**src/adc_ctrl_pkg.sv**
```systemverilog
// Package with register map, field layout and types of the converter control block
package adc_ctrl_pkg;
   // Bus and register geometry
   localparam int unsigned ADDR_W   = 18;
   localparam int unsigned DATA_W   = 32;
   localparam int unsigned REG_W    = 8;
   localparam int unsigned RESULT_W = 10;

   // Register indices; byte address is four times the index
   localparam logic [15:0] IDX_IRQ_PRIORITY = 16'hff28;
   localparam logic [15:0] IDX_IRQ_ENABLE   = 16'hff2a;
   localparam logic [15:0] IDX_IRQ_FLAG     = 16'hff2c;
   localparam logic [15:0] IDX_CLOCK_CTRL   = 16'hff80;
   localparam logic [15:0] IDX_PIN_SELECT   = 16'hff81;
   localparam logic [15:0] IDX_START_CHAN   = 16'hff82;
   localparam logic [15:0] IDX_RESULT_HIGH  = 16'hff83;
   localparam logic [15:0] IDX_RESULT_LOW   = 16'hff84;

   // Field positions
   localparam int unsigned PRIO_LSB      = 6;
   localparam int unsigned ENABLE_BIT    = 7;
   localparam int unsigned FLAG_BIT      = 7;
   localparam int unsigned PRESCALE_LSB  = 0;
   localparam int unsigned GATE_BIT      = 3;
   localparam int unsigned PIN_SEL_LSB   = 4;
   localparam int unsigned START_BIT     = 7;
   localparam int unsigned CHAN_LSB      = 0;
   localparam int unsigned RESULT_LO_W   = 2;

   // Values after reset
   localparam logic [1:0] PRIO_RST     = 2'h0;
   localparam logic [2:0] PRESCALE_RST = 3'h0;
   localparam logic [3:0] PIN_SEL_RST  = 4'h0;
   localparam logic [1:0] CHAN_RST     = 2'h0;

   // Prescaler code that picks the undivided slow clock
   localparam logic [2:0] PRESCALE_SLOW = 3'h7;
   localparam int unsigned PRESCALE_CNT_W = 6;

   // Conversion sequencing state
   typedef enum logic {
      CONV_IDLE = 1'b0,
      CONV_BUSY = 1'b1
   } conv_state_t;

   // Control bundle towards the analog core
   typedef struct packed {
      logic [3:0] pin_sel;
      logic [1:0] channel;
      logic       start;
      logic       busy;
   } conv_ctrl_t;
endpackage : adc_ctrl_pkg

```
**src/adc_prescaler.sv**
```systemverilog
// Prescaler that divides the oscillator ticks and gates the converter clock
`timescale 1ns/1ps
module adc_prescaler #(
   parameter int unsigned CNT_W = adc_ctrl_pkg::PRESCALE_CNT_W
) (
   input  wire logic       clk_i,
   input  wire logic       resetn_i,
   input  wire logic       fast_tick_i,
   input  wire logic       slow_tick_i,
   input  wire logic [2:0] sel_i,
   input  wire logic       gate_i,
   output logic            tick_o
);
   logic [CNT_W-1:0] cnt_q;
   logic [CNT_W-1:0] mask;

   // Terminal count mask for ratios 1 to 64
   assign mask = CNT_W'((1 << sel_i) - 1);

   // Fast tick counter, held clear while gated off
   always_ff @(posedge clk_i or negedge resetn_i) begin
      if (!resetn_i) begin
         cnt_q <= '0;
      end else if (!gate_i) begin
         cnt_q <= '0;
      end else if (fast_tick_i) begin
         cnt_q <= cnt_q + CNT_W'(1);
      end
   end

   // Clock tick to the converter
   always_ff @(posedge clk_i or negedge resetn_i) begin
      if (!resetn_i) begin
         tick_o <= 1'b0;
      end else if (!gate_i) begin
         tick_o <= 1'b0;
      end else if (sel_i == adc_ctrl_pkg::PRESCALE_SLOW) begin
         tick_o <= slow_tick_i;
      end else begin
         tick_o <= fast_tick_i && ((cnt_q & mask) == mask);
      end
   end
endmodule : adc_prescaler

```
**src/adc_irq_gate.sv**
```systemverilog
// Interrupt request gating by enable and priority against the CPU mask
`timescale 1ns/1ps
module adc_irq_gate (
   input  wire logic       clk_i,
   input  wire logic       resetn_i,
   input  wire logic       flag_i,
   input  wire logic       enable_i,
   input  wire logic [1:0] level_i,
   input  wire logic [1:0] cpu_mask_i,
   output logic            irq_o,
   output logic            req_o
);
   // Level interrupt and priority qualified request
   always_ff @(posedge clk_i or negedge resetn_i) begin
      if (!resetn_i) begin
         irq_o <= 1'b0;
         req_o <= 1'b0;
      end else begin
         irq_o <= flag_i && enable_i;
         req_o <= flag_i && enable_i && (level_i > cpu_mask_i);
      end
   end
endmodule : adc_irq_gate

```
**src/adc_control.sv**
```systemverilog
// Converter control registers, sequencing and interrupt over an Avalon-MM slave
`timescale 1ns/1ps
module adc_control (
   input  wire logic                                 clk_i,
   input  wire logic                                 resetn_i,
   // Avalon-MM slave
   input  wire logic [adc_ctrl_pkg::ADDR_W-1:0]      address_i,
   input  wire logic                                 read_i,
   input  wire logic                                 write_i,
   input  wire logic [adc_ctrl_pkg::DATA_W-1:0]      writedata_i,
   input  wire logic [3:0]                           byteenable_i,
   output logic      [adc_ctrl_pkg::DATA_W-1:0]      readdata_o,
   output logic                                      waitrequest_o,
   // Oscillator ticks and converter core
   input  wire logic                                 fast_tick_i,
   input  wire logic                                 slow_tick_i,
   input  wire logic                                 conv_done_i,
   input  wire logic [adc_ctrl_pkg::RESULT_W-1:0]    conv_result_i,
   output adc_ctrl_pkg::conv_ctrl_t                  conv_ctrl_o,
   output logic                                      conv_clk_tick_o,
   // CPU interrupt side
   input  wire logic [1:0]                           cpu_mask_i,
   output logic [1:0]                                irq_level_o,
   output logic                                      irq_o,
   output logic                                      irq_req_o
);
   logic [1:0]                          prio_q;
   logic                                enable_q;
   logic                                flag_q;
   logic [2:0]                          prescale_q;
   logic                                gate_q;
   logic [3:0]                          pin_sel_q;
   logic [1:0]                          chan_q;
   logic                                start_q;
   logic [adc_ctrl_pkg::RESULT_W-1:0]   result_q;
   adc_ctrl_pkg::conv_state_t           state_q;
   adc_ctrl_pkg::conv_state_t           state_d;
   logic                                wait_q;
   logic [adc_ctrl_pkg::DATA_W-1:0]     rdata_q;
   logic [adc_ctrl_pkg::REG_W-1:0]      rdata_d;
   logic [15:0]                         idx;
   logic                                wr_en;
   logic                                rd_cap;
   logic [adc_ctrl_pkg::REG_W-1:0]      wdata;

   // Bus decode; a write takes effect on the acknowledging edge
   assign idx    = address_i[adc_ctrl_pkg::ADDR_W-1:2];
   assign wdata  = writedata_i[adc_ctrl_pkg::REG_W-1:0];
   assign wr_en  = write_i && !wait_q && byteenable_i[0];
   assign rd_cap = read_i && wait_q;

   // Waitrequest drops for exactly one cycle per request
   always_ff @(posedge clk_i or negedge resetn_i) begin
      if (!resetn_i) begin
         wait_q <= 1'b1;
      end else begin
         wait_q <= !((read_i || write_i) && wait_q);
      end
   end

   // Read multiplexer; unmapped and reserved bits read zero
   always_comb begin
      rdata_d = '0;
      case (idx)
         adc_ctrl_pkg::IDX_IRQ_PRIORITY: begin
            rdata_d[adc_ctrl_pkg::PRIO_LSB +: 2] = prio_q;
         end
         adc_ctrl_pkg::IDX_IRQ_ENABLE: begin
            rdata_d[adc_ctrl_pkg::ENABLE_BIT] = enable_q;
         end
         adc_ctrl_pkg::IDX_IRQ_FLAG: begin
            rdata_d[adc_ctrl_pkg::FLAG_BIT] = flag_q;
         end
         adc_ctrl_pkg::IDX_CLOCK_CTRL: begin
            rdata_d[adc_ctrl_pkg::PRESCALE_LSB +: 3] = prescale_q;
         end
         adc_ctrl_pkg::IDX_PIN_SELECT: begin
            rdata_d[adc_ctrl_pkg::PIN_SEL_LSB +: 4] = pin_sel_q;
         end
         adc_ctrl_pkg::IDX_START_CHAN: begin
            rdata_d[adc_ctrl_pkg::CHAN_LSB +: 2] = chan_q;
         end
         adc_ctrl_pkg::IDX_RESULT_HIGH: begin
            rdata_d = result_q[adc_ctrl_pkg::RESULT_W-1:adc_ctrl_pkg::RESULT_LO_W];
         end
         adc_ctrl_pkg::IDX_RESULT_LOW: begin
            rdata_d[adc_ctrl_pkg::RESULT_LO_W-1:0] = result_q[adc_ctrl_pkg::RESULT_LO_W-1:0];
         end
         default: begin
            rdata_d = '0;
         end
      endcase
   end

   // Read data registered one cycle after the request
   always_ff @(posedge clk_i or negedge resetn_i) begin
      if (!resetn_i) begin
         rdata_q <= '0;
      end else if (rd_cap) begin
         rdata_q <= {{(adc_ctrl_pkg::DATA_W-adc_ctrl_pkg::REG_W){1'b0}}, rdata_d};
      end
   end

   // Interrupt priority; reserved bits are not stored
   always_ff @(posedge clk_i or negedge resetn_i) begin
      if (!resetn_i) begin
         prio_q <= adc_ctrl_pkg::PRIO_RST;
      end else if (wr_en && idx == adc_ctrl_pkg::IDX_IRQ_PRIORITY) begin
         prio_q <= wdata[adc_ctrl_pkg::PRIO_LSB +: 2];
      end
   end

   // Interrupt enable, masks the interrupt but not the status flag
   always_ff @(posedge clk_i or negedge resetn_i) begin
      if (!resetn_i) begin
         enable_q <= 1'b0;
      end else if (wr_en && idx == adc_ctrl_pkg::IDX_IRQ_ENABLE) begin
         enable_q <= wdata[adc_ctrl_pkg::ENABLE_BIT];
      end
   end

   // Completion flag; a completion beats a clearing write
   always_ff @(posedge clk_i or negedge resetn_i) begin
      if (!resetn_i) begin
         flag_q <= 1'b0;
      end else if (conv_done_i) begin
         flag_q <= 1'b1;
      end else if (wr_en && idx == adc_ctrl_pkg::IDX_IRQ_FLAG
                   && wdata[adc_ctrl_pkg::FLAG_BIT]) begin
         flag_q <= 1'b0;
      end
   end

   // Prescaler select and clock gate
   always_ff @(posedge clk_i or negedge resetn_i) begin
      if (!resetn_i) begin
         prescale_q <= adc_ctrl_pkg::PRESCALE_RST;
         gate_q     <= 1'b0;
      end else if (wr_en && idx == adc_ctrl_pkg::IDX_CLOCK_CTRL) begin
         prescale_q <= wdata[adc_ctrl_pkg::PRESCALE_LSB +: 3];
         gate_q     <= wdata[adc_ctrl_pkg::GATE_BIT];
      end
   end

   // Analog pin routing
   always_ff @(posedge clk_i or negedge resetn_i) begin
      if (!resetn_i) begin
         pin_sel_q <= adc_ctrl_pkg::PIN_SEL_RST;
      end else if (wr_en && idx == adc_ctrl_pkg::IDX_PIN_SELECT) begin
         pin_sel_q <= wdata[adc_ctrl_pkg::PIN_SEL_LSB +: 4];
      end
   end

   // Channel select and one-cycle start pulse
   always_ff @(posedge clk_i or negedge resetn_i) begin
      if (!resetn_i) begin
         chan_q  <= adc_ctrl_pkg::CHAN_RST;
         start_q <= 1'b0;
      end else if (wr_en && idx == adc_ctrl_pkg::IDX_START_CHAN) begin
         chan_q  <= wdata[adc_ctrl_pkg::CHAN_LSB +: 2];
         start_q <= wdata[adc_ctrl_pkg::START_BIT];
      end else begin
         start_q <= 1'b0;
      end
   end

   // Conversion sequencing, busy from start until completion
   always_comb begin
      state_d = state_q;
      case (state_q)
         adc_ctrl_pkg::CONV_IDLE: begin
            if (start_q) begin
               state_d = adc_ctrl_pkg::CONV_BUSY;
            end
         end
         adc_ctrl_pkg::CONV_BUSY: begin
            if (conv_done_i && !start_q) begin
               state_d = adc_ctrl_pkg::CONV_IDLE;
            end
         end
         default: begin
            state_d = adc_ctrl_pkg::CONV_IDLE;
         end
      endcase
   end

   always_ff @(posedge clk_i or negedge resetn_i) begin
      if (!resetn_i) begin
         state_q <= adc_ctrl_pkg::CONV_IDLE;
      end else begin
         state_q <= state_d;
      end
   end

   // Result capture, whole word in the flag's cycle; no reset needed
   always_ff @(posedge clk_i) begin
      if (conv_done_i) begin
         result_q <= conv_result_i;
      end
   end

   // Control bundle and priority level towards core and CPU
   assign conv_ctrl_o.pin_sel = pin_sel_q;
   assign conv_ctrl_o.channel = chan_q;
   assign conv_ctrl_o.start   = start_q;
   assign conv_ctrl_o.busy    = state_q == adc_ctrl_pkg::CONV_BUSY;
   assign irq_level_o         = prio_q;
   assign readdata_o          = rdata_q;
   assign waitrequest_o       = wait_q;

   // Converter clock prescaler
   adc_prescaler #(
      .CNT_W (adc_ctrl_pkg::PRESCALE_CNT_W)
   ) u_prescaler (
      .clk_i       (clk_i),
      .resetn_i    (resetn_i),
      .fast_tick_i (fast_tick_i),
      .slow_tick_i (slow_tick_i),
      .sel_i       (prescale_q),
      .gate_i      (gate_q),
      .tick_o      (conv_clk_tick_o)
   );

   // Interrupt gating
   adc_irq_gate u_irq_gate (
      .clk_i      (clk_i),
      .resetn_i   (resetn_i),
      .flag_i     (flag_q),
      .enable_i   (enable_q),
      .level_i    (prio_q),
      .cpu_mask_i (cpu_mask_i),
      .irq_o      (irq_o),
      .req_o      (irq_req_o)
   );
endmodule : adc_control

```
**config.mk**
```make
export PLATFORM = sky130hd
export DESIGN_NAME = adc_control
export DESIGN_NICKNAME = d
export VERILOG_FILES = /design/src/adc_ctrl_pkg.sv /design/src/adc_prescaler.sv /design/src/adc_irq_gate.sv /design/src/adc_control.sv
export SDC_FILE = /design/constraint.sdc
export NUM_CORES = 1
export LEC_CHECK = 0
export ABC_CLOCK_PERIOD_IN_PS = 3600
export BUFFER_PORTS_ARGS = -buffer_cell sky130_fd_sc_hd__buf_4
export CAP_MARGIN = 25
export CORE_MARGIN = 5
export CORE_UTILIZATION = 48
export CTS_CLUSTER_DIAMETER = 50
export DETAILED_ROUTE_END_ITERATION = 8
export PLACE_DENSITY = 0.92
export SETUP_SLACK_MARGIN = 0.05
export SLEW_MARGIN = 20
export SYNTH_ARGS = -nofsm -noshare
export SYNTH_HDL_FRONTEND = slang
export SYNTH_SLANG_ARGS = --single-unit
```
**constraint.sdc**
```tcl
create_clock -name clk_i -period 3.6 [get_ports clk_i]
set_input_delay 0.54 -clock clk_i [delete_from_list [all_inputs] [get_ports clk_i]]
set_output_delay 0.54 -clock clk_i [all_outputs]
set_load 0.05 [all_outputs]
```
; ---- Word level (Yosys, flattened, before mapping)
; Index checks and enable logic that the tools add are counted.
[totals]
ff_bits = 44
inputBits = 73
out_inout_bits = 46
elab_cells = 69
[classes]
add_sub_neg = 2
order_cmp = 1
eq_ne = 11
shifts = 1
n_mux = 16
bitwise = 2
n_reduce_logical = 20
[ops]
columns = cell, n
row1 = $eq A16 B16 Y1 const B, 8
row2 = $logic_and A1 B1 Y1, 15
row3 = $mux W6, 2
row4 = $mux W1, 8
row5 = $pmux W2 S4, 1
row6 = $add A6 B1 Y6 const B, 1
row7 = $and A6 B6 Y6, 1
row8 = $eq A6 B6 Y1, 1
row9 = $shl A1 B3 Y6 const A, 1
row10 = $sub A6 B2 Y6 const B, 1
row11 = $pmux W1 S5, 1
row12 = $pmux W1 S2, 2
row13 = $pmux W2 S2, 1
row14 = $eq A3 B3 Y1 const B, 1
row15 = $logic_not A1 Y1, 3
row16 = $pmux W1 S3, 1
row17 = $gt A2 B2 Y1, 1
row18 = $ne A2 B2 Y1 const B, 1
row19 = $reduce_bool A2 Y1, 1
row20 = $logic_or A1 B1 Y1, 1
row21 = $not A1 Y1, 1

; ---- Longest topological paths before layout
; Gate-level depths: netlist of the first run.
[depth]
ltp_word = 7
depth_mapped = 6
depth_no_buf = 5

; ---- Hierarchy
; From an unflattened synthesis of the first run, not the netlist that was laid out.
[unflattened]
hier_cells = 205
area_unflattened_um2 = 2329.7
[modules_own_cells]
columns = module, instances, cells_per_inst, area_per_inst_um2
row1 = adc_control, 1, 157, 1838.0
row2 = adc_prescaler, 1, 38, 382.9
row3 = adc_irq_gate, 1, 10, 108.9

; ---- Least setup slack after synthesis of the first run
; OpenSTA, ideal clock, no wires.
[synth_path]
path_type = in2reg
startpoint = input port address_i[5] (netlist name)
endpoint = register rdata_q (netlist bit readdata_o[6])
setup_ps = 73
arrival_ps = 2051
slack_ps = 1475
path_stages = 6
path_buffers = 1
cell_sequence = or4_4 or4_4 buf_6 nor2_4 a22oi_2 a21oi_2
[synth_via]
elab_chain_len = 2
[synth_lines]
columns = element, line_no
row1 = "start, declared", adc_control.sv:7  ; input wire logic [adc_ctrl_pkg::ADDR_W-1:0] address_i,
row2 = $eq A16 B16 Y1, adc_control.sv:64  ; case (idx)
row3 = $pmux W1 S3 *, adc_control.sv:64
row4 = "end signal, assigned", adc_control.sv:100  ; rdata_q <= {{(adc_ctrl_pkg::DATA_W-adc_ctrl_pkg::REG_W){1'b0}}, rdata_d};
row5 = "end, declared", adc_control.sv:39  ; logic [adc_ctrl_pkg::DATA_W-1:0] rdata_q;
; Mark *: on every way between the ends. The rest lies on a longest branch, timed or not.
; A chain may end at the register's enable or synchronous reset.

; ---- Worst setup path in the final report of the first run
[layout_path]
startpoint = input port address_i[5] (netlist name)
endpoint = register rdata_q (netlist bit readdata_o[7])
[layout_via]
elab_chain_len = 2
[layout_lines]
columns = element, line_no
row1 = $eq A16 B16 Y1, adc_control.sv:64
row2 = $pmux W1 S5 *, adc_control.sv:64
; Marks and branches as above.

==> results of run 1 <==
[placed cells by master (no fill, tap or decap), types with 7 or more instances in the layout]
cell      instances
buf_4            65
inv_1             9
mux2_2           13
nand4_1          10
dfrtp_1          33
nand2_1          17
conb_1           24
a21oi_1           7
edfxtp_1         10
[layer usage]
metal	global-route usage, %	part of all wire [%]	routed length (um)
met5	0	0	0
met4	5.77	1.8	93
met3	3.33	8.3	419
met2	30.6	51	2570
met1	19.2	39	1980
[flip-flops by register name, indices dropped and copies added, names as in the netlist]
register            cells
pin_sel_q               4
readdata_o              8
irq_level_o             2
waitrequest_o           1
u_prescaler.cnt_q       6
u_irq_gate.irq_o        1
enable_q                1
u_prescaler.tick_o      1
gate_q                  1
result_q               10
start_q                 1
prescale_q              3
flag_q                  1
state_q                 1
u_irq_gate.req_o        1
chan_q                  2
[cell type report]
class	instances	area (um^2)
flip-flops and latches	44	1150
repair buffers	65	488
fillers	392	1870
clock inverters	1	30.0
inverters	9	33.8
multi-input cells	145	938
well taps	54	67.6
clock buffers	7	76.3
[cell families after synthesis]
logic type | count (synthesis) | share of synthesized area, %
muxes | 17 | 8.25
AOI/OAI and AO/OA | 32 | 9.36
and+or+nand+nor | 65 | 16.7
buffers and inverters | 40 | 11.3
xor gates and xnor gates | 4 | 1.55
DFF | 44 | 51.0
other | 1 | 0.166
adders and majority gates | 3 | 1.66
[power groups by stage]
stage	clock (W)	combinational (W)	sequential, W
finish	0.000366	0.000165	0.000533
floorplan	0	0.000101	0.000561
CTS	0.000373	0.000165	0.000533
global placement	0	0.000162	0.000542
detailed placement	0	0.000164	0.000543
global route	0.000389	0.000176	0.000534
[through the flow]
step,hold WS [ns],utilization (%)
floorplan,0.244,-
global placement,0.442,57.5
detailed placement,0.459,57.5
CTS,0.201,59.8
global route,0.222,59.8
finish,0.187,59.8
[path summary, 6_finish.rpt]
path | cells past startpoint | end | from
setup / recovery | 6 | readdata_o[7] | address_i[5]
hold / removal | 1 | u_prescaler.cnt_q[0] | resetn_i
setup reg to reg | 4 | prescale_q[1] | waitrequest_o
hold reg to reg | 1 | state_q | start_q
max in group asynchronous | 1 | waitrequest_o | resetn_i
min in group clk_i | 2 | waitrequest_o | write_i
[worst max-delay path: cells and delay by family]
kind	cells	cell delay, ns
buffers and inverters	1	0.12
AOI/OAI and AO/OA	2	0.27
and+or+nand+nor	3	1.32
==> results_dict.tcl, run 1 <==
set metrics [dict create \
    max_freq_mhz 493 \
    core.rowCount 25 \
    ioPinCount 119 \
    area_delta_synth_final_pct 23.3 \
    reg2reg_slack_ns 1.88 \
    grt_pass1_wl_mm 7.89 \
    htree_levels 2 \
    grtUsageTotal_pct 16.7 \
    crit_path_frequent_cell "or4_4" \
    dpl-instance-area_um2 2680 \
    fin_worst_skew_ns 0.00850 \
    io_buffers 65 \
    ys.flop_type "dfrtp_1" \
    switchingPower_w 0.000283 \
    ys_seq_area_share_pct 51.0 \
    rsz0062_at_grt "no" \
    start_kind "primary input" \
    drt-initial-drc-count 105 \
    gp_congestion 0.879 \
    worst-slew-pin-transition_ns 0.510 \
    synth_area_leaders "dfrtp_1, edfxtp_1, buf_4, mux2_2, nand2_1" \
    p_int_w 0.000780 \
    antenna_cells 0 \
    cts_resized 0 \
    clk_pin_slew_ns 0.08 \
    cts_max_path_buffers 2 \
    syn_area_per_cell_um2 11.0 \
    report.power.total_w 0.00106 \
    synth_cells 206 \
    postCtsSetupBuffers 0 \
    overflow 0 \
    design_area_um2 2790 \
    yosysMostFrequentCell "dfrtp_1" \
    max_cap_viol_count 0 \
    p_per_area_nw_per_um2 382 \
    setup_tns_ns 0 \
    start_util_pct 48.5 \
    drc 0 \
    finalCriticalPeriod_ns 2.03 \
    arrival_ns 2.25 \
    clk_latency_ns 0.29 \
    max_stage_delay_ns 0.60 \
    synth-edff-count 10 \
    clock-root-buffer "clkbuf_8" \
    die_h_um 78.6 \
    worstPathMaxFanout 6 \
    cts_sinks 44 \
    fin_nets 346 \
    yosys.area.top_type "dfrtp_1" \
    first_pass_iters 4 \
    grt_start_max_net_pins 35 \
    wl_per_cell_um 15.6 \
    routed-via-count 1726 \
    max-slew-margin-rel_pct 65.7 \
    hold_buffers 0 \
    holdCritPathClass "primary input to asynchronous set/reset pin" \
    final_cells 325 \
    p_clk_share_pct 34.4 \
    pre_cts_ws_ns 1.26 \
    grt_pass1_vias 1660 \
    synthArstFlopShare_pct 77.3 \
    setup_viol 0 \
    fp.coreArea_um2 4660 \
    die-area_um2 6180 \
    dieWidth_um 78.6 \
    numCtsBuffers 5 \
    p_seq_share_pct 50.1 \
    cts_tree "built" \
    comb_power_share_pct 15.5 \
    wl_mm 5.07 \
    drv_slew 0 \
    cellLeakagePower_nw 1.33 \
    drive_gt1_share_pct 34.7 \
    crit_slowest_cell "or4_4" \
    crit_type "primary input to flip-flop" \
    fin_ws_ns 1.57 \
    synth_commonest_cells "dfrtp_1, buf_4, nand2_1" \
    switching_share_pct 26.6 \
    dpl.cell_count 317 \
    synth-seq-cells 44 \
    yosysTopAreaCellShare_pct 36.5 \
    timing.final.crit_share_pct 56.3 \
    postRouteAntennaNets 0 \
    peakVddDrop_mv 0.261 \
    antenna_found_initial 0 \
    yosysUniqueCellTypes 44 \
    dp_hpwl_mm 3.97 \
    cp-end-kind "flip-flop" \
    yosys_warnings 0 \
    vias_per_cell 5.31 \
    required_ns 3.82 \
    synthesis.area_um2 2260 \
    status "finished, final reports clean" \
    cp_cell_sequence "buf_4, or4_4, or4_4, nor2_8, a32oi_1, a21oi_1" \
    final_hold_viol_count 0 \
]
Power figures use the tool's default switching activity.
==> run 2, diff against run 1 <==
--- a/config.mk
+++ b/config.mk
@@ -5,14 +5,14 @@
 export SDC_FILE = /design/constraint.sdc
 export NUM_CORES = 1
 export LEC_CHECK = 0
-export ABC_CLOCK_PERIOD_IN_PS = 3600
+export ABC_CLOCK_PERIOD_IN_PS = 2000
 export BUFFER_PORTS_ARGS = -buffer_cell sky130_fd_sc_hd__buf_4
 export CAP_MARGIN = 25
 export CORE_MARGIN = 5
-export CORE_UTILIZATION = 48
+export CORE_UTILIZATION = 45
 export CTS_CLUSTER_DIAMETER = 50
 export DETAILED_ROUTE_END_ITERATION = 8
-export PLACE_DENSITY = 0.92
+export PLACE_DENSITY = 0.88
 export SETUP_SLACK_MARGIN = 0.05
 export SLEW_MARGIN = 20
 export SYNTH_ARGS = -nofsm -noshare
==> constraint.sdc (replaced) <==
create_clock -name clk_i -period 2 [get_ports clk_i]
set_input_delay 0.3 -clock clk_i [delete_from_list [all_inputs] [get_ports clk_i]]
set_output_delay 0.3 -clock clk_i [all_outputs]
set_load 0.05 [all_outputs]
==> run 2 against run 1 <==
Net effect: combinational power grew 83%; critical endpoint is now readdata_o[4]; largest power group unchanged; global-route usage shrank 0.60 points; clock power grew 48%; largest cell class unchanged; sequential share of layout area shrank 0.73 points; via count shrank 0.75%; sequential power grew 80%; first-iteration DRC count shrank 12%; non-clock buffer count grew 7; clock-buffer cell count shrank 1.
==> results_dict.tcl, run 2 (synthesis gave the netlist of run 1 again) <==
set metrics [dict create \
    comb_power_share_pct 16.7 \
    fp.coreArea_um2 4790 \
    dieWidth_um 80.9 \
    max_freq_mhz 561 \
    area_delta_synth_final_pct 25.5 \
    clock-root-buffer "clkbuf_8" \
    worstPathMaxFanout 6 \
    postRouteAntennaNets 0 \
    cts_sinks 44 \
    switching_share_pct 29.0 \
    fin_ws_ns 0.218 \
    dpl.cell_count 336 \
    finalCriticalPeriod_ns 1.78 \
    grtUsageTotal_pct 16.1 \
    setup_tns_ns 0 \
    drc 0 \
    gp_congestion 0.829 \
    report.power.total_w 0.00180 \
    wl_mm 4.93 \
    die_h_um 80.9 \
    setup_viol 0 \
    timing.final.crit_share_pct 89.1 \
    cp-end-kind "flip-flop" \
    holdCritPathClass "primary input to flip-flop" \
    max_stage_delay_ns 0.60 \
    layout_commonest_cell "buf_4" \
    dp_hpwl_mm 3.91 \
    die-area_um2 6540 \
    p_clk_share_pct 30.1 \
    largest-register "result_q" \
    arrival_ns 2.00 \
    clk_pin_slew_ns 0.08 \
    crit_type "primary input to flip-flop" \
    htree_levels 2 \
    grt_pass1_wl_mm 7.92 \
    grt_pass1_vias 1677 \
    overflow 0 \
    cp_num_buf_inv 1 \
    drive_gt1_share_pct 36.3 \
    drt-initial-drc-count 92 \
    max_cap_viol_count 0 \
    cp_cell_sequence "buf_4, or4_4, or4_4, nor2_4, a22oi_1, o21ai_1" \
    cts_max_path_buffers 2 \
    switchingPower_w 0.000522 \
    start_kind "primary input" \
    antenna_found_initial 0 \
    ioPinCount 119 \
    layout_common_cells "buf_4, dfrtp_1, conb_1, nand2_1, mux2_2" \
    wl_per_cell_um 14.3 \
    routed-via-count 1713 \
    final_cells 345 \
    drv_slew 0 \
    p_per_area_nw_per_um2 636 \
    pre_cts_ws_ns -0.0753 \
    antenna_cells 0 \
    crit_path_frequent_cell "or4_4" \
    start_util_pct 47.2 \
    grt_start_max_net_pins 35 \
    rsz0062_at_grt "no" \
    io_buffers 65 \
    p_int_w 0.00128 \
    required_ns 2.21 \
    p_seq_share_pct 53.2 \
    core.rowCount 25 \
    first_pass_iters 4 \
    critPathTopFamily "simple AND/OR/NAND/NOR gates" \
    largest_reg_flops 10 \
    postCtsSetupBuffers 0 \
    vias_per_cell 4.97 \
    cts_tree "built" \
    numCtsBuffers 5 \
    peakVddDrop_mv 0.369 \
    cellLeakagePower_nw 1.35 \
    status "finished, final reports clean" \
    clk_latency_ns 0.30 \
    fin_worst_skew_ns 0.0121 \
    fin_nets 353 \
    final_hold_viol_count 0 \
    crit_slowest_cell "or4_4" \
]
run 2: power by group through the flow:
stage / clock, W / combinational, W / sequential [W]
floorplan: 0 / 0.000182 / 0.00101
global placement: 0 / 0.000296 / 0.000976
detailed placement: 0 / 0.000301 / 0.000977
CTS: 0.000553 / 0.000303 / 0.000958
global route: 0.000599 / 0.000325 / 0.000963
finish: 0.000543 / 0.000302 / 0.000958
run 2: final cells by class:
| class | instances | area (um^2) |
|---|---|---|
| Inverter | 9 | 33.8 |
| Tap cell | 67 | 83.8 |
| Sequential cell | 44 | 1150 |
| Clock inverter | 2 | 12.5 |
| Clock buffer | 6 | 72.6 |
| Multi-Input combinational cell | 145 | 938 |
| Fill cell | 422 | 1950 |
| Timing Repair Buffer | 72 | 543 |
run 2: worst reg2reg max path: stages, from the launching register on:
cell and delay (ns):
dfstp_2 0.40, nand3b_1 0.21, nor3_1 0.31, nand4_1 0.30
mux2_2 0.35
run 2: stage by stage:
stage	util, %	instance area, um^2	hold slack (ns)
6_report	59.3	2840	0.162
3_3_place_gp	57.3	2740	0.273
5_1_grt	59.3	2840	0.149
4_1_cts	59.3	2840	0.152
2_1_floorplan	-	2350	0.00441
3_5_place_dp	57.3	2740	0.279
run 2: what timing repair did:
item | 4_1_cts | 5_1_grt
endpoints found under the hold margin | 33 | 0
gates resized for setup | 0 | 0
hold buffers | 1 | 0
run 2: path summary, 6_finish.rpt:
| check | startpoint | end | slack, ns | cells after the start |
|---|---|---|---|---|
| setup / recovery | address_i[5] | readdata_o[4] | 0.22 | 6 |
| hold / removal | write_i | waitrequest_o | 0.16 | 2 |
| setup reg to reg | waitrequest_o | prescale_q[2] | 0.31 | 4 |
| hold reg to reg | start_q | state_q | 0.47 | 1 |
| max in group asynchronous | resetn_i | waitrequest_o | 1.17 | 2 |
| min in group asynchronous | resetn_i | u_prescaler.cnt_q[2] | 0.48 | 2 |
run 2: layer usage:
layer  up-vias  track usage (%)  share of wire (%)
met5         -                0                  0
met4         0             6.08                1.5
met3         7             4.66                 10
met2        81             27.3                 47
met1       799             19.3                 41
li1        826                -                  -
==> run 3, diff against run 2 <==
--- a/config.mk
+++ b/config.mk
@@ -5,7 +5,7 @@
 export SDC_FILE = /design/constraint.sdc
 export NUM_CORES = 1
 export LEC_CHECK = 0
-export ABC_CLOCK_PERIOD_IN_PS = 2000
+export ABC_CLOCK_PERIOD_IN_PS = 1700
 export BUFFER_PORTS_ARGS = -buffer_cell sky130_fd_sc_hd__buf_4
 export CAP_MARGIN = 25
 export CORE_MARGIN = 5
@@ -13,6 +13,7 @@
 export CTS_CLUSTER_DIAMETER = 50
 export DETAILED_ROUTE_END_ITERATION = 8
 export PLACE_DENSITY = 0.88
+export REMOVE_ABC_BUFFERS = 1
 export SETUP_SLACK_MARGIN = 0.05
 export SLEW_MARGIN = 20
 export SYNTH_ARGS = -nofsm -noshare
==> constraint.sdc (replaced) <==
create_clock -name clk_i -period 1.7 [get_ports clk_i]
set_input_delay 0.255 -clock clk_i [delete_from_list [all_inputs] [get_ports clk_i]]
set_output_delay 0.255 -clock clk_i [all_outputs]
set_load 0.05 [all_outputs]
==> run 3 against run 2 <==
Net effect: via count increased by 1.8%; global-route usage grew 0.58 points; clock-buffer cell count shrank 1; flip-flop and latch count is the same; register-to-register slack got worse by 0.18 ns; core utilization increased by 2.7 points; sequential share of layout area fell by 1.7 points; hold slack got worse by 0.064 ns; cell area up 4.5%; combinational power rose by 22%; critical path type unchanged; largest cell class unchanged.
==> results_dict.tcl, run 3 (synthesis gave the netlist of run 1 again) <==
set metrics [dict create \
    core.rowCount 25 \
    htree_levels 2 \
    cellLeakagePower_nw 1.42 \
    required_ns 1.93 \
    r2r_start "waitrequest_o" \
    routed-via-count 1744 \
    clock-root-buffer "clkbuf_8" \
    hold_ws_ns 0.0981 \
    dieWidth_um 80.9 \
    antenna_cells 0 \
    peakVddDrop_mv 0.630 \
    numCtsBuffers 5 \
    ioPinCount 119 \
    die_h_um 80.9 \
    reg2reg_slack_ns 0.13 \
    holdCritPathClass "primary input to flip-flop" \
    p_per_area_nw_per_um2 727 \
    antenna_found_initial 0 \
    worstPathMaxFanout 6 \
    postRouteAntennaNets 0 \
    rsz0062_at_grt "yes" \
    gp_congestion 0.898 \
    cts_sinks 44 \
    worstHoldPathCells 2 \
    grt_start_max_net_pins 35 \
    pre_cts_ws_ns -0.301 \
    die-area_um2 6540 \
    layout_common_cells "buf_4, dfrtp_1, conb_1, nand2_1, mux2_2" \
    grt_pass1_wl_mm 8.27 \
    finalCriticalPeriod_ns 1.64 \
    fin_nets 365 \
    drive_gt1_share_pct 40.7 \
    r2r-end "irq_level_o[1]" \
    max_cap_viol_count 0 \
    worst_r2r_path_depth 5 \
    crit_slowest_cell "or4_4" \
    max_freq_mhz 608 \
    start_kind "primary input" \
    wl_mm 5.15 \
    fin_worst_skew_ns 0.0123 \
    report.power.total_w 0.00216 \
    fp.coreArea_um2 4790 \
    setup_viol 0 \
    clk_pin_slew_ns 0.09 \
    min_from "write_i" \
    drv_slew 0 \
    setup_tns_ns 0 \
    drt-initial-drc-count 103 \
    drc 0 \
    grtUsageTotal_pct 16.7 \
    io_buffers 65 \
    wl_per_cell_um 14.4 \
    max_stage_delay_ns 0.54 \
    dp_hpwl_mm 4.01 \
    largest-register "result_q" \
    area_delta_synth_final_pct 31.2 \
    start_util_pct 47.2 \
    crit_path_frequent_cell "or4_4" \
    cts_max_path_buffers 2 \
    vias_per_cell 4.89 \
    final_hold_viol_count 0 \
    status "finished, final reports clean" \
    cp_cell_sequence "buf_6, or4_4, or4_4, nor3_4, a221oi_2, o21ai_1" \
    fin_ws_ns 0.0565 \
    holdPathEnd "waitrequest_o" \
    crit_type "primary input to flip-flop" \
    layout_commonest_cell "buf_4" \
    grt_pass1_vias 1725 \
    largest_reg_flops 10 \
    arrival_ns 1.87 \
    overflow 0 \
    first_pass_iters 4 \
    clk_latency_ns 0.30 \
    cts_tree "built" \
    cp-end-kind "flip-flop" \
    timing.final.crit_share_pct 96.7 \
]
run 3: routing by layer:
metal | vias up | global-route usage, % | part of all wire [%]
li1 | 855 | - | -
met1 | 822 | 20.7 | 41
met2 | 62 | 27.8 | 49
met3 | 5 | 3.99 | 8.6
met4 | 0 | 7.09 | 1.4
met5 | - | 0 | 0
run 3: power by group:
group	internal (W)	total, W	switching (W)	leakage (nW)
logic	0.000117	0.000368	0.000251	0.816
registers	0.00111	0.00113	0.0000148	0.561
clock network	0.000291	0.000659	0.000368	0.0404
total	0.00152	0.00216	0.000634	1.42
run 3: worst max-delay path: cells and delay by family:
| kind | cells | cell delay, ns |
|---|---|---|
| AOI/OAI and AO/OA | 2 | 0.21 |
| buffers and inverters | 1 | 0.09 |
| and+or+nand+nor | 3 | 1.32 |
run 3: cell type report:
type	instances	area [um^2]
fill	412	1820
clock buffer	5	68.8
inverter	9	33.8
clock inverter	3	23.8
tap	67	83.8
multi-input combinational	145	961
sequential	44	1150
timing repair buffer	84	641
run 3: what timing repair did:
action                                 4_1_cts  5_1_grt
setup endpoints to repair                    6       14
setup buffers                                0        1
cloned                                       0        0
pin swaps                                    1        5
hold buffers                                 1        0
gates resized for setup                      0        7
endpoints found under the hold margin       33        0
run 3: metrics by stage:
stage / util, % / cells / area, um^2
floorplan: - / 198 / 2120
global placement: 59.0 / 347 / 2820
detailed placement: 59.0 / 347 / 2820
CTS: 61.2 / 356 / 2930
global route: 61.9 / 357 / 2960
finish: 61.9 / 357 / 2960
run 3: how the worst max path moves through the flow:
stage	slack, ns	start	endpoint	cells after the start
after CTS	0.07	address_i[5]	readdata_o[6]	6
after global placement	-0.27	address_i[5]	readdata_o[0]	6
after global routing	0.01	address_i[5]	readdata_o[1]	6
after detailed placement	-0.30	address_i[5]	readdata_o[6]	6
after floorplan	-0.11	address_i[5]	readdata_o[6]	5
final	0.06	address_i[5]	readdata_o[1]	6
